## src/hdl/sadc_pkg.sv

```systemverilog
// Shared constants and types for the serial converter link, both ends
package sadc_pkg;

  // Link geometry
  localparam int ADDR_W     = 4;
  localparam int DATA_W     = 8;
  localparam int XFER_BITS  = 8;
  localparam int ADDR_BITS  = 4;

  // Reference clock
  localparam int CLK_PERIOD_NS = 10;

  // Conversion length in conversion-clock periods
  localparam int CONV_TICKS      = 20;
  // Conversion-clock periods the host counts before reading
  localparam int HOST_CONV_WAIT  = 32;
  // Conversion-clock edges chip select must stay low to be accepted
  localparam int CS_ACCEPT_TICKS = 2;

  // Internal conversion clock period of the done-output variant
  localparam int INT_TICK_NS  = 1000;
  localparam int INT_TICK_CYC = INT_TICK_NS / CLK_PERIOD_NS;

  // Host pin timing
  localparam int SCLK_HALF_NS  = 500;
  localparam int SCLK_HALF_CYC = (SCLK_HALF_NS + CLK_PERIOD_NS - 1)
                                 / CLK_PERIOD_NS;
  localparam int CCLK_HALF_NS  = 250;
  localparam int CCLK_HALF_CYC = (CCLK_HALF_NS + CLK_PERIOD_NS - 1)
                                 / CLK_PERIOD_NS;
  localparam int CS_SETUP_NS   = 4000;
  localparam int CS_SETUP_CYC  = (CS_SETUP_NS + CLK_PERIOD_NS - 1)
                                 / CLK_PERIOD_NS;

  // Channel codes
  localparam logic [3:0] LAST_CHAN = 4'hA;
  localparam logic [3:0] TEST_CHAN = 4'hB;
  localparam logic [7:0] TEST_CODE = 8'h80;
  localparam logic [7:0] NONE_CODE = 8'h00;

  // Device states, Gray along the path
  typedef enum logic [1:0] {
    SADC_IDLE  = 2'h0,
    SADC_SHIFT = 2'h1,
    SADC_CONV  = 2'h3,
    SADC_DONE  = 2'h2
  } sadc_dev_st_t;

  // Host states, Gray along the path
  typedef enum logic [1:0] {
    SADC_H_IDLE  = 2'h0,
    SADC_H_SETUP = 2'h1,
    SADC_H_SHIFT = 2'h3,
    SADC_H_WAIT  = 2'h2
  } sadc_host_st_t;

endpackage

```

## src/hdl/sadc_link_if.sv

```systemverilog
// Pin-level link between the converter device and its host
`timescale 1ns/1ps
interface sadc_link_if;
  logic cs_n;
  logic sclk;
  logic din;
  logic conv_clk;
  logic dout;
  logic dout_oe;
  logic done;
  logic dout_pin;

  // Released serial output reads high, as with a pull-up
  assign dout_pin = dout_oe ? dout : 1'b1;

  modport dev (
    input  cs_n,
    input  sclk,
    input  din,
    input  conv_clk,
    output dout,
    output dout_oe,
    output done
  );

  modport host (
    output cs_n,
    output sclk,
    output din,
    output conv_clk,
    input  dout_pin,
    input  done
  );
endinterface

```

## src/hdl/sadc_dev.sv

```systemverilog
// Converter device end: serial port, mux control and conversion sequence
//
// Notes on behaviour
// Accepted interface reset aborts running conversion
// Host never drops select during conversion
// Result leaves MSB first on falling clock
// Output released after eighth clock regardless
// Address MSB first, sampled on rising clock
// Shift register static, any clock rate; here sclk is sampled on i_ref_clk, each level must last over one cycle
// Exactly eight clocks per transfer
// Address first four clocks, sampling last four
// Shift clock ignored until conversion ends
// External conversion clock runs free, unrelated
// Done output falls on eighth falling edge
// Done output rises when result ready
// Codes 0 to A select channels 0-10
// Code B converts to midpoint 80 hex
// Mux breaks before it makes
// Host counts 32 conversion clocks before read
// Out goes previous result, in next address
// Host services rising done as interrupt
// Select high keeps output released
// Select falling edge resyncs bit counting
// Short select pulses ignored, long accepted
// Accepted reset restarts the bit counter
`timescale 1ns/1ps
module sadc_dev #(
  parameter bit INT_CLK = 1'b1
) (
  // Clock, reset, enable
  input  wire logic                         i_ref_clk,
  input  wire logic                         i_rstn,
  input  wire logic                         i_ce,
  // Link pins
  sadc_link_if.dev                          link,
  // Analog front end
  output      logic [sadc_pkg::ADDR_W-1:0]  o_mux_sel,
  output      logic                         o_mux_on,
  output      logic                         o_sampling,
  output      logic                         o_converting,
  input  wire logic [sadc_pkg::DATA_W-1:0]  i_code
);

  // Whole state of the device end
  typedef struct packed {
    logic                        cs_s1;
    logic                        cs_s2;
    logic                        sclk_s1;
    logic                        sclk_s2;
    logic                        sclk_p;
    logic                        din_s1;
    logic                        din_s2;
    logic                        cclk_s1;
    logic                        cclk_s2;
    logic                        cclk_p;
    sadc_pkg::sadc_dev_st_t      st;
    logic [3:0]                  bit_cnt;
    logic [sadc_pkg::ADDR_W-1:0] addr_sh;
    logic [sadc_pkg::ADDR_W-1:0] mux_sel;
    logic                        mux_on;
    logic                        mux_pend;
    logic                        sampling;
    logic [sadc_pkg::DATA_W-1:0] res;
    logic [sadc_pkg::DATA_W-1:0] res_sh;
    logic                        dout_off;
    logic                        oe;
    logic                        busy;
    logic [6:0]                  tick_cnt;
    logic [4:0]                  conv_cnt;
    logic [1:0]                  cs_cnt;
    logic                        cs_taken;
  } sadc_dev_state_t;

  sadc_dev_state_t q;
  sadc_dev_state_t d;

  localparam logic [6:0] TICK_LAST = 7'(sadc_pkg::INT_TICK_CYC - 1);
  localparam logic [4:0] CONV_LAST = 5'(sadc_pkg::CONV_TICKS - 1);
  localparam logic [1:0] CS_LAST   = 2'(sadc_pkg::CS_ACCEPT_TICKS - 1);
  localparam logic [3:0] ADDR_LAST = 4'(sadc_pkg::ADDR_BITS - 1);
  localparam logic [3:0] XFER_LAST = 4'(sadc_pkg::XFER_BITS - 1);

  // Code a finished conversion yields for the selected input
  function automatic logic [sadc_pkg::DATA_W-1:0] conv_code(
    input logic [sadc_pkg::ADDR_W-1:0] sel,
    input logic [sadc_pkg::DATA_W-1:0] code
  );
    if (sel <= sadc_pkg::LAST_CHAN) begin
      conv_code = code;
    end else if (sel == sadc_pkg::TEST_CHAN) begin
      conv_code = sadc_pkg::TEST_CODE;
    end else begin
      conv_code = sadc_pkg::NONE_CODE;
    end
  endfunction

  logic sclk_rise;
  logic sclk_fall;
  logic tick;
  logic if_reset;

  // Edge detection on synchronised pins and conversion tick
  always_comb begin
    sclk_rise = q.sclk_s2 & ~q.sclk_p;
    sclk_fall = ~q.sclk_s2 & q.sclk_p;
    if (INT_CLK) begin
      tick = (q.tick_cnt == TICK_LAST);
    end else begin
      tick = q.cclk_s2 & ~q.cclk_p;
    end
    if_reset = ~q.cs_s2 & ~q.cs_taken & tick & (q.cs_cnt == CS_LAST);
  end

  // Next-state logic
  always_comb begin
    d = q;
    // Pin synchronisers
    d.cs_s1   = link.cs_n;
    d.cs_s2   = q.cs_s1;
    d.sclk_s1 = link.sclk;
    d.sclk_s2 = q.sclk_s1;
    d.sclk_p  = q.sclk_s2;
    d.din_s1  = link.din;
    d.din_s2  = q.din_s1;
    d.cclk_s1 = link.conv_clk;
    d.cclk_s2 = q.cclk_s1;
    d.cclk_p  = q.cclk_s2;

    // Internal conversion clock divider
    d.tick_cnt = tick ? 7'h00 : q.tick_cnt + 7'h01;

    // Select glitch filter counts conversion ticks while low
    if (q.cs_s2) begin
      d.cs_cnt   = 2'h0;
      d.cs_taken = 1'b0;
    end else if (if_reset) begin
      d.cs_taken = 1'b1;
    end else if (tick && !q.cs_taken) begin
      d.cs_cnt = q.cs_cnt + 2'h1;
    end

    // Mux reconnects one cycle after disconnecting
    if (q.mux_pend) begin
      d.mux_on   = 1'b1;
      d.mux_pend = 1'b0;
    end

    unique case (q.st)
      sadc_pkg::SADC_IDLE,
      sadc_pkg::SADC_SHIFT: begin
        if (sclk_rise) begin
          d.st = sadc_pkg::SADC_SHIFT;
          if (q.bit_cnt <= ADDR_LAST) begin
            d.addr_sh = {q.addr_sh[2:0], q.din_s2};
          end
          if (q.bit_cnt == ADDR_LAST) begin
            d.mux_sel  = {q.addr_sh[2:0], q.din_s2};
            d.mux_on   = 1'b0;
            d.mux_pend = 1'b1;
          end
        end
        if (sclk_fall) begin
          d.st      = sadc_pkg::SADC_SHIFT;
          d.bit_cnt = q.bit_cnt + 4'h1;
          d.res_sh  = {q.res_sh[6:0], 1'b0};
          if (q.bit_cnt == ADDR_LAST) begin
            d.sampling = 1'b1;
          end
          if (q.bit_cnt == XFER_LAST) begin
            d.st       = sadc_pkg::SADC_CONV;
            d.bit_cnt  = 4'h0;
            d.sampling = 1'b0;
            d.dout_off = 1'b1;
            d.busy     = 1'b1;
            d.conv_cnt = 5'h00;
          end
        end
      end
      sadc_pkg::SADC_CONV: begin
        // Shift clock edges are not looked at here
        if (tick) begin
          d.conv_cnt = q.conv_cnt + 5'h01;
          if (q.conv_cnt == CONV_LAST) begin
            d.st = sadc_pkg::SADC_DONE;
          end
        end
      end
      sadc_pkg::SADC_DONE: begin
        d.res      = conv_code(q.mux_sel, i_code);
        d.res_sh   = conv_code(q.mux_sel, i_code);
        d.busy     = 1'b0;
        d.dout_off = 1'b0;
        d.st       = sadc_pkg::SADC_IDLE;
      end
    endcase

    // Accepted select edge restarts the serial port
    if (if_reset) begin
      d.st       = sadc_pkg::SADC_IDLE;
      d.busy     = 1'b0;
      d.bit_cnt  = 4'h0;
      d.sampling = 1'b0;
      d.dout_off = 1'b0;
      d.conv_cnt = 5'h00;
      d.res_sh   = q.res;
    end

    // Output drives only after an accepted select, never after reset
    d.oe = d.cs_taken & ~q.cs_s2 & ~d.dout_off;
  end

  // State register
  always_ff @(posedge i_ref_clk or negedge i_rstn) begin
    if (!i_rstn) begin
      q <= '0;
    end else if (i_ce) begin
      q <= d;
    end
  end

  // Pin and front-end outputs
  assign link.dout    = q.res_sh[sadc_pkg::DATA_W-1];
  assign link.dout_oe = q.oe;
  assign link.done    = ~q.busy;
  assign o_mux_sel    = q.mux_sel;
  assign o_mux_on     = q.mux_on;
  assign o_sampling   = q.sampling;
  assign o_converting = q.busy;

endmodule

```

## src/flat_wrapper.sv

```systemverilog
// flat-port wrapper written by rule: the top's interface ports become plain ports
module sadc_dev_flat 
#(
  parameter bit INT_CLK = 1'b1
)
  (i_ref_clk, i_rstn, i_ce, o_mux_sel, o_mux_on, o_sampling, o_converting, i_code, link_cs_n, link_sclk, link_din, link_conv_clk, link_dout, link_dout_oe, link_done);
  sadc_link_if link_i ();
  input  wire logic i_ref_clk;
  input  wire logic i_rstn;
  input  wire logic i_ce;
  output      logic [sadc_pkg::ADDR_W-1:0] o_mux_sel;
  output      logic o_mux_on;
  output      logic o_sampling;
  output      logic o_converting;
  input  wire logic [sadc_pkg::DATA_W-1:0] i_code;
  input wire logic [$bits(link_i.cs_n)-1:0] link_cs_n;
  input wire logic [$bits(link_i.sclk)-1:0] link_sclk;
  input wire logic [$bits(link_i.din)-1:0] link_din;
  input wire logic [$bits(link_i.conv_clk)-1:0] link_conv_clk;
  output wire logic [$bits(link_i.dout)-1:0] link_dout;
  output wire logic [$bits(link_i.dout_oe)-1:0] link_dout_oe;
  output wire logic [$bits(link_i.done)-1:0] link_done;
  assign link_i.cs_n = link_cs_n;
  assign link_i.sclk = link_sclk;
  assign link_i.din = link_din;
  assign link_i.conv_clk = link_conv_clk;
  assign link_dout = link_i.dout;
  assign link_dout_oe = link_i.dout_oe;
  assign link_done = link_i.done;
  sadc_dev #(.INT_CLK(INT_CLK)) u_core (.i_ref_clk(i_ref_clk), .i_rstn(i_rstn), .i_ce(i_ce), .link(link_i), .o_mux_sel(o_mux_sel), .o_mux_on(o_mux_on), .o_sampling(o_sampling), .o_converting(o_converting), .i_code(i_code));
endmodule
```

## config.mk

```make
export PLATFORM = sky130hd
export DESIGN_NAME = sadc_dev_flat
export DESIGN_NICKNAME = d
export VERILOG_FILES = /design/src/hdl/sadc_pkg.sv /design/src/hdl/sadc_link_if.sv /design/src/hdl/sadc_dev.sv /design/src/flat_wrapper.sv
export SDC_FILE = /design/constraint.sdc
export NUM_CORES = 1
export LEC_CHECK = 0
export BUFFER_PORTS_ARGS = -buffer_cell sky130_fd_sc_hd__buf_2
export CORE_ASPECT_RATIO = 0.8
export CORE_UTILIZATION = 35
export DETAILED_ROUTE_END_ITERATION = 6
export SLEW_MARGIN = 20
export SYNTH_ARGS = -nofsm -noshare
export SYNTH_HDL_FRONTEND = slang
export SYNTH_SLANG_ARGS = --single-unit
```

## constraint.sdc

```tcl
create_clock -name i_ref_clk -period 3.6 [get_ports i_ref_clk]
set_input_delay 1.08 -clock i_ref_clk [delete_from_list [all_inputs] [get_ports i_ref_clk]]
set_output_delay 1.08 -clock i_ref_clk [all_outputs]
set_load 0.05 [all_outputs]
```

# After elaboration in Yosys (flattened, before gate mapping)
# Index checks and enable logic that the tools add are counted.
[totals]
inputBits = 15
register_bits = 58
elab_cells = 113
[classes]
order_cmp = 2
addsub = 4
bitwise = 13
eq_ne = 15
n_reduce_logical = 20
muxes = 36
[ops]
columns = ["cell", "n"]
rows = [
  ["6-bit two-way mux", 4],
  ["5-bit two-way mux", 4],
  ["4-bit AND reduction", 5],
  ["9-bit two-way mux", 2],
  ["9-bit one-hot mux with 2 select lines", 1],
  ["8-bit two-way mux", 2],
  ["15-bit two-way mux", 1],
  ["2-bit two-way mux", 6],
  ["3-bit by 1-bit inequality test with 1-bit output (second input constant)", 4],
  ["10-bit two-way mux", 1],
  ["5-bit one-hot mux with 2 select lines", 1],
  ["1-bit two-way mux", 9],
  ["3-bit AND reduction", 3],
  ["3-bit nonzero test", 3],
  ["7-bit by 1-bit adder with 7-bit output (second input constant)", 1],
  ["1-bit AND", 7],
  ["7-bit equality test (second input constant)", 1],
  ["7-bit two-way mux", 1],
  ["1-bit inverter", 6],
  ["2-bit one-hot mux with 3 select lines", 1],
  ["2-bit nonzero test", 3],
  ["5-bit by 1-bit adder with 5-bit output (second input constant)", 1],
  ["5-bit equality test (second input constant)", 1],
  ["5-bit AND reduction", 1],
  ["19 further kinds", 21],
]

# Longest topological paths before layout
[depth]
ltp_word = 8
mapped_depth = 8
mapped_depth_nobuf = 6

# Worst setup path after synthesis
# OpenSTA, ideal clock, no wires.
[synth_path]
kind = "input port to flip-flop"
start = "in i_ce"
end = "reg u_core.q[45] in the netlist's numbering"
path_stages = 4
required_ns = 3.478
path_slack_ns = 1.472
t_arrival_ns = 2.007
path_buffers = 2
cell_sequence = "clkbuf_1 > clkbuf_1 > o21ai_0 > a32o_1"
[synth_between]
elab_chain_len = 1
[synth_lines]
columns = ["item", "line_no", "source"]
rows = [
  ["start, declared", "flat_wrapper.sv:10", "input wire logic i_ce;"],
  ["3-bit AND reduction (no source line)", "n/a", ""],
  ["end signal, assigned", "sadc_dev.sv:215", "q <= '0;"],
  ["end signal, assigned", "sadc_dev.sv:217", "q <= d;"],
  ["end, declared", "sadc_dev.sv:74", "sadc_dev_state_t q;"],
]
# Every way passes these cells.
# A chain may end at the register's enable or synchronous reset.

# Final worst setup path
[layout_path]
start = "reg u_core.q[50] in the netlist's numbering"
end = "reg u_core.q[26] in the netlist's numbering"
[layout_between]
elab_chain_len = 2
[layout_lines]
columns = ["item", "line_no", "source"]
rows = [
  ["2-bit equality test", "sadc_dev.sv:148", "unique case (q.st)"],
  ["2-bit AND reduction (no source line)", "n/a", ""],
]
# Every way passes these cells.

==> results.yml <==
layout:
  fin_area_um2: 3300
  area_delta_synth_final_pct: 14.5
  antenna_cells_inserted: 0
  final_layout_size_suffix_gt1_share_pct: 21.2
  final_nets: 313
critical_path:
  critical_path_peak_fanout: 11
  worst_setup_path_end_kind: "flop"
  critical_path_class: "flop to flop"
  required_ps: 3880
  crit_path_start_kind: "flop"
  critPathArrivalTime_ps: 2680
clocking:
  clock_tree_from_tritoncts: "yes"
  cts_root_buf: "clkbuf_8"
  post-cts-setup-buffer-count: 0
  clock_latency_ps: 340
  postCtsHoldBufs: 0
  clk_path_buf_depth: 2
  clock_pin_slew_worst_setup_and_hold_paths_ps: 70
  numCtsBuffers: 9
  h-tree-depth: 3
  numClockSinks: 57
  cts_resized: 0
logic_synthesis:
  synth_enable_flop_cells: 0
  synth_largest_area_cell: "dfrtp_1"
  syn-num-nets: 290
  synth_warnings: 0
  syn_area_per_cell_um2: 10.7
  ranking_of_synthesized_cells_by_instance_count: "57 x dfrtp_1, 25 x nand2_1, 14 x a21oi_1, 14 x mux2_2, 13 x o21ai_0"
  dominantRegCellSynth: "dfrtp_1"
  post_synth_instance_area_um2: 2880
  yosys-top-cells-area: "dfrtp_1 49%, mux2_2 5.5%, a22o_1 3.3%"
  synth.distinct_cells: 52
  synth_top_cell_area_share_pct: 49.5
  synth_most_common_cell: "dfrtp_1"
  synth-async-reset-ratio_pct: 100
  synth_register_bits: 57
  syn-instance-count: 269
  synth_sequential_area_ratio_pct: 49.5
sta:
  worst_clock_skew_ps: 9.77
  setup_viol: 0
  worst-slew-pin-transition_ps: 739
  layout_min_cycle_time_ps: 2400
  rsz0062_at_grt: "no"
  finalHoldViolCount: 0
  finalCritPeriodShare_pct: 66.6
  slew_headroom_pct: 50.6
  fmax_ghz: 0.417
  setup_total_negative_slack_ps: 0
  max_slew_violations: 0
drt:
  dr_total_vias: 2183
  drt_iter0_drcs: 156
  detail_route.wirelength_mm: 6.27
  remaining_drc_errors: 0
  vias_per_cell: 5.39
  wire_per_inst_um: 15.5
  drt.antenna.violating_nets: 0
  firstDrtPassIters: 4
die:
  initial_utilization_pct: 36.3
  die_width_um: 103
  fp.dieArea_um2: 8610
  core_region_area_um2: 7950
  die-height_um: 83.2
  core.rowCount: 29
  design.portCount: 25
grt:
  grt_first_pass_wirelength_mm: 10.7
  grt_max_degree: 25
  global_route.overflow_total: 0
  antenna_found_initial: 0
  gr-max-usage-layer: "met1"
  global_router_s_overall_resource_usage_pct: 16.5
  grt_util_met1_pct: 24.0
  first_global_vias: 2142
  grtUsageMet2_pct: 22.6
  grtUsageMet3_pct: 4.71
placement:
  gpl.final_weighted_congestion: 0.755
  post-dp-hpwl_mm: 4.27
  placed_cell_area_um2: 3070
  numPortBuffers: 23
flow_run:
  maxCapViolCount: 0
min_path:
  hp-class: "flop to flop"
pwr:
  leakagePower_nw: 1.52
  power.ir.vdd_worst_uv: 462
  power_density_nw_per_um2: 658
run_status:
  run_status: "finished, final reports clean"
-- state kept, by name (all words and copies together), names as in the netlist --
name                 flops
u_core.q                44
u_core.o_mux_sel         4
u_core.link.dout         1
u_core.o_mux_on          1
u_core.o_converting      1
u_core.link.dout_oe      1
u_core.d                 4
u_core.o_sampling        1
-- metrics by stage --
step / utilization (%) / setup WS, ps / hold slack [ps] / total power, mW / std cells
floorplan: - / 1470 / 449 / 1.36 / 269
global placement: 38.7 / 1030 / 463 / 1.48 / 389
detailed placement: 38.7 / 1010 / 470 / 1.49 / 389
CTS: 41.6 / 1210 / 485 / 2.19 / 405
global route: 41.6 / 1060 / 513 / 2.30 / 405
finish: 41.6 / 1200 / 484 / 2.17 / 405
-- layout by cell type (no fill, tap or decap), types with 2 or more instances in the layout --
master and count:
a221o_1 5, a22o_1 11, nor2b_1 5, o21a_1 2, and3_1 2, nor3b_1 2
a21oi_1 14, mux2_2 14, clkbuf_8 11, and2_1 4, bufinv_16 2, a21o_1 11
o21ai_0 13, nor2_1 12, nor3_1 5, nand2_1 25, buf_4 5, xnor2_1 2
ha_1 6, nand4_1 8, a32o_1 4, a31oi_1 9, nand2b_1 3, inv_1 7
clkinv_2 2, nand3_1 7, buf_2 23, dfrtp_1 57
-- routing by layer --
metal	routed length [um]	up-vias
li1	-	1048
met1	3280	1083
met2	2610	42
met3	249	10
met4	119	0
met5	0	-
-- worst max-delay path, stage by stage (launching register included) --
cell and delay [ps]:
dfrtp_1 520, nor2b_1 540, nand2_1 390, a21oi_1 640, a22o_1 230
-- area by class of cell --
cell class	instances	area (um^2)
flip-flops and latches	57	1430
well taps	108	135
clock inverters	5	77.6
repair buffers	28	153
multi-input cells	188	1330
clock buffers	11	151
fillers	766	4640
inverters	8	30.0
-- logic make-up (layout without fill, tap and decap cells) --
logic type,Yosys count,in the layout,share of synthesized area [%]
buffers and inverters,24,52,4.47
xor gates and xnor gates,3,3,0.911
and+or+nand+nor,84,84,16.4
AOI/OAI and AO/OA,80,80,20.3
adders and majority gates,6,6,2.60
DFF,57,57,49.5
muxes,15,15,5.81
-- worst paths after layout --
kind | start | end | slack, ps | depth (start not counted)
max | u_core.q[50] | u_core.q[26] | 1200 | 4
min | u_core.d[57] | u_core.d[56] | 480 | 2
max reg2reg | u_core.q[50] | u_core.q[26] | 1200 | 4
min reg2reg | u_core.d[57] | u_core.d[56] | 480 | 2
max in group asynchronous | i_rstn | u_core.q[47] | 2320 | 2
min in group asynchronous | i_rstn | u_core.q[14] | 640 | 1
-- where the power goes --
part | internal, mW | switching, mW | total, mW | leakage, nW
Clock | 0.425 | 0.264 | 0.689 | 0.115
Combinational | 0.216 | 0.323 | 0.539 | 0.668
Sequential | 0.792 | 0.154 | 0.945 | 0.737
Total | 1.43 | 0.740 | 2.17 | 1.52
(Power assumes the default switching activity.)
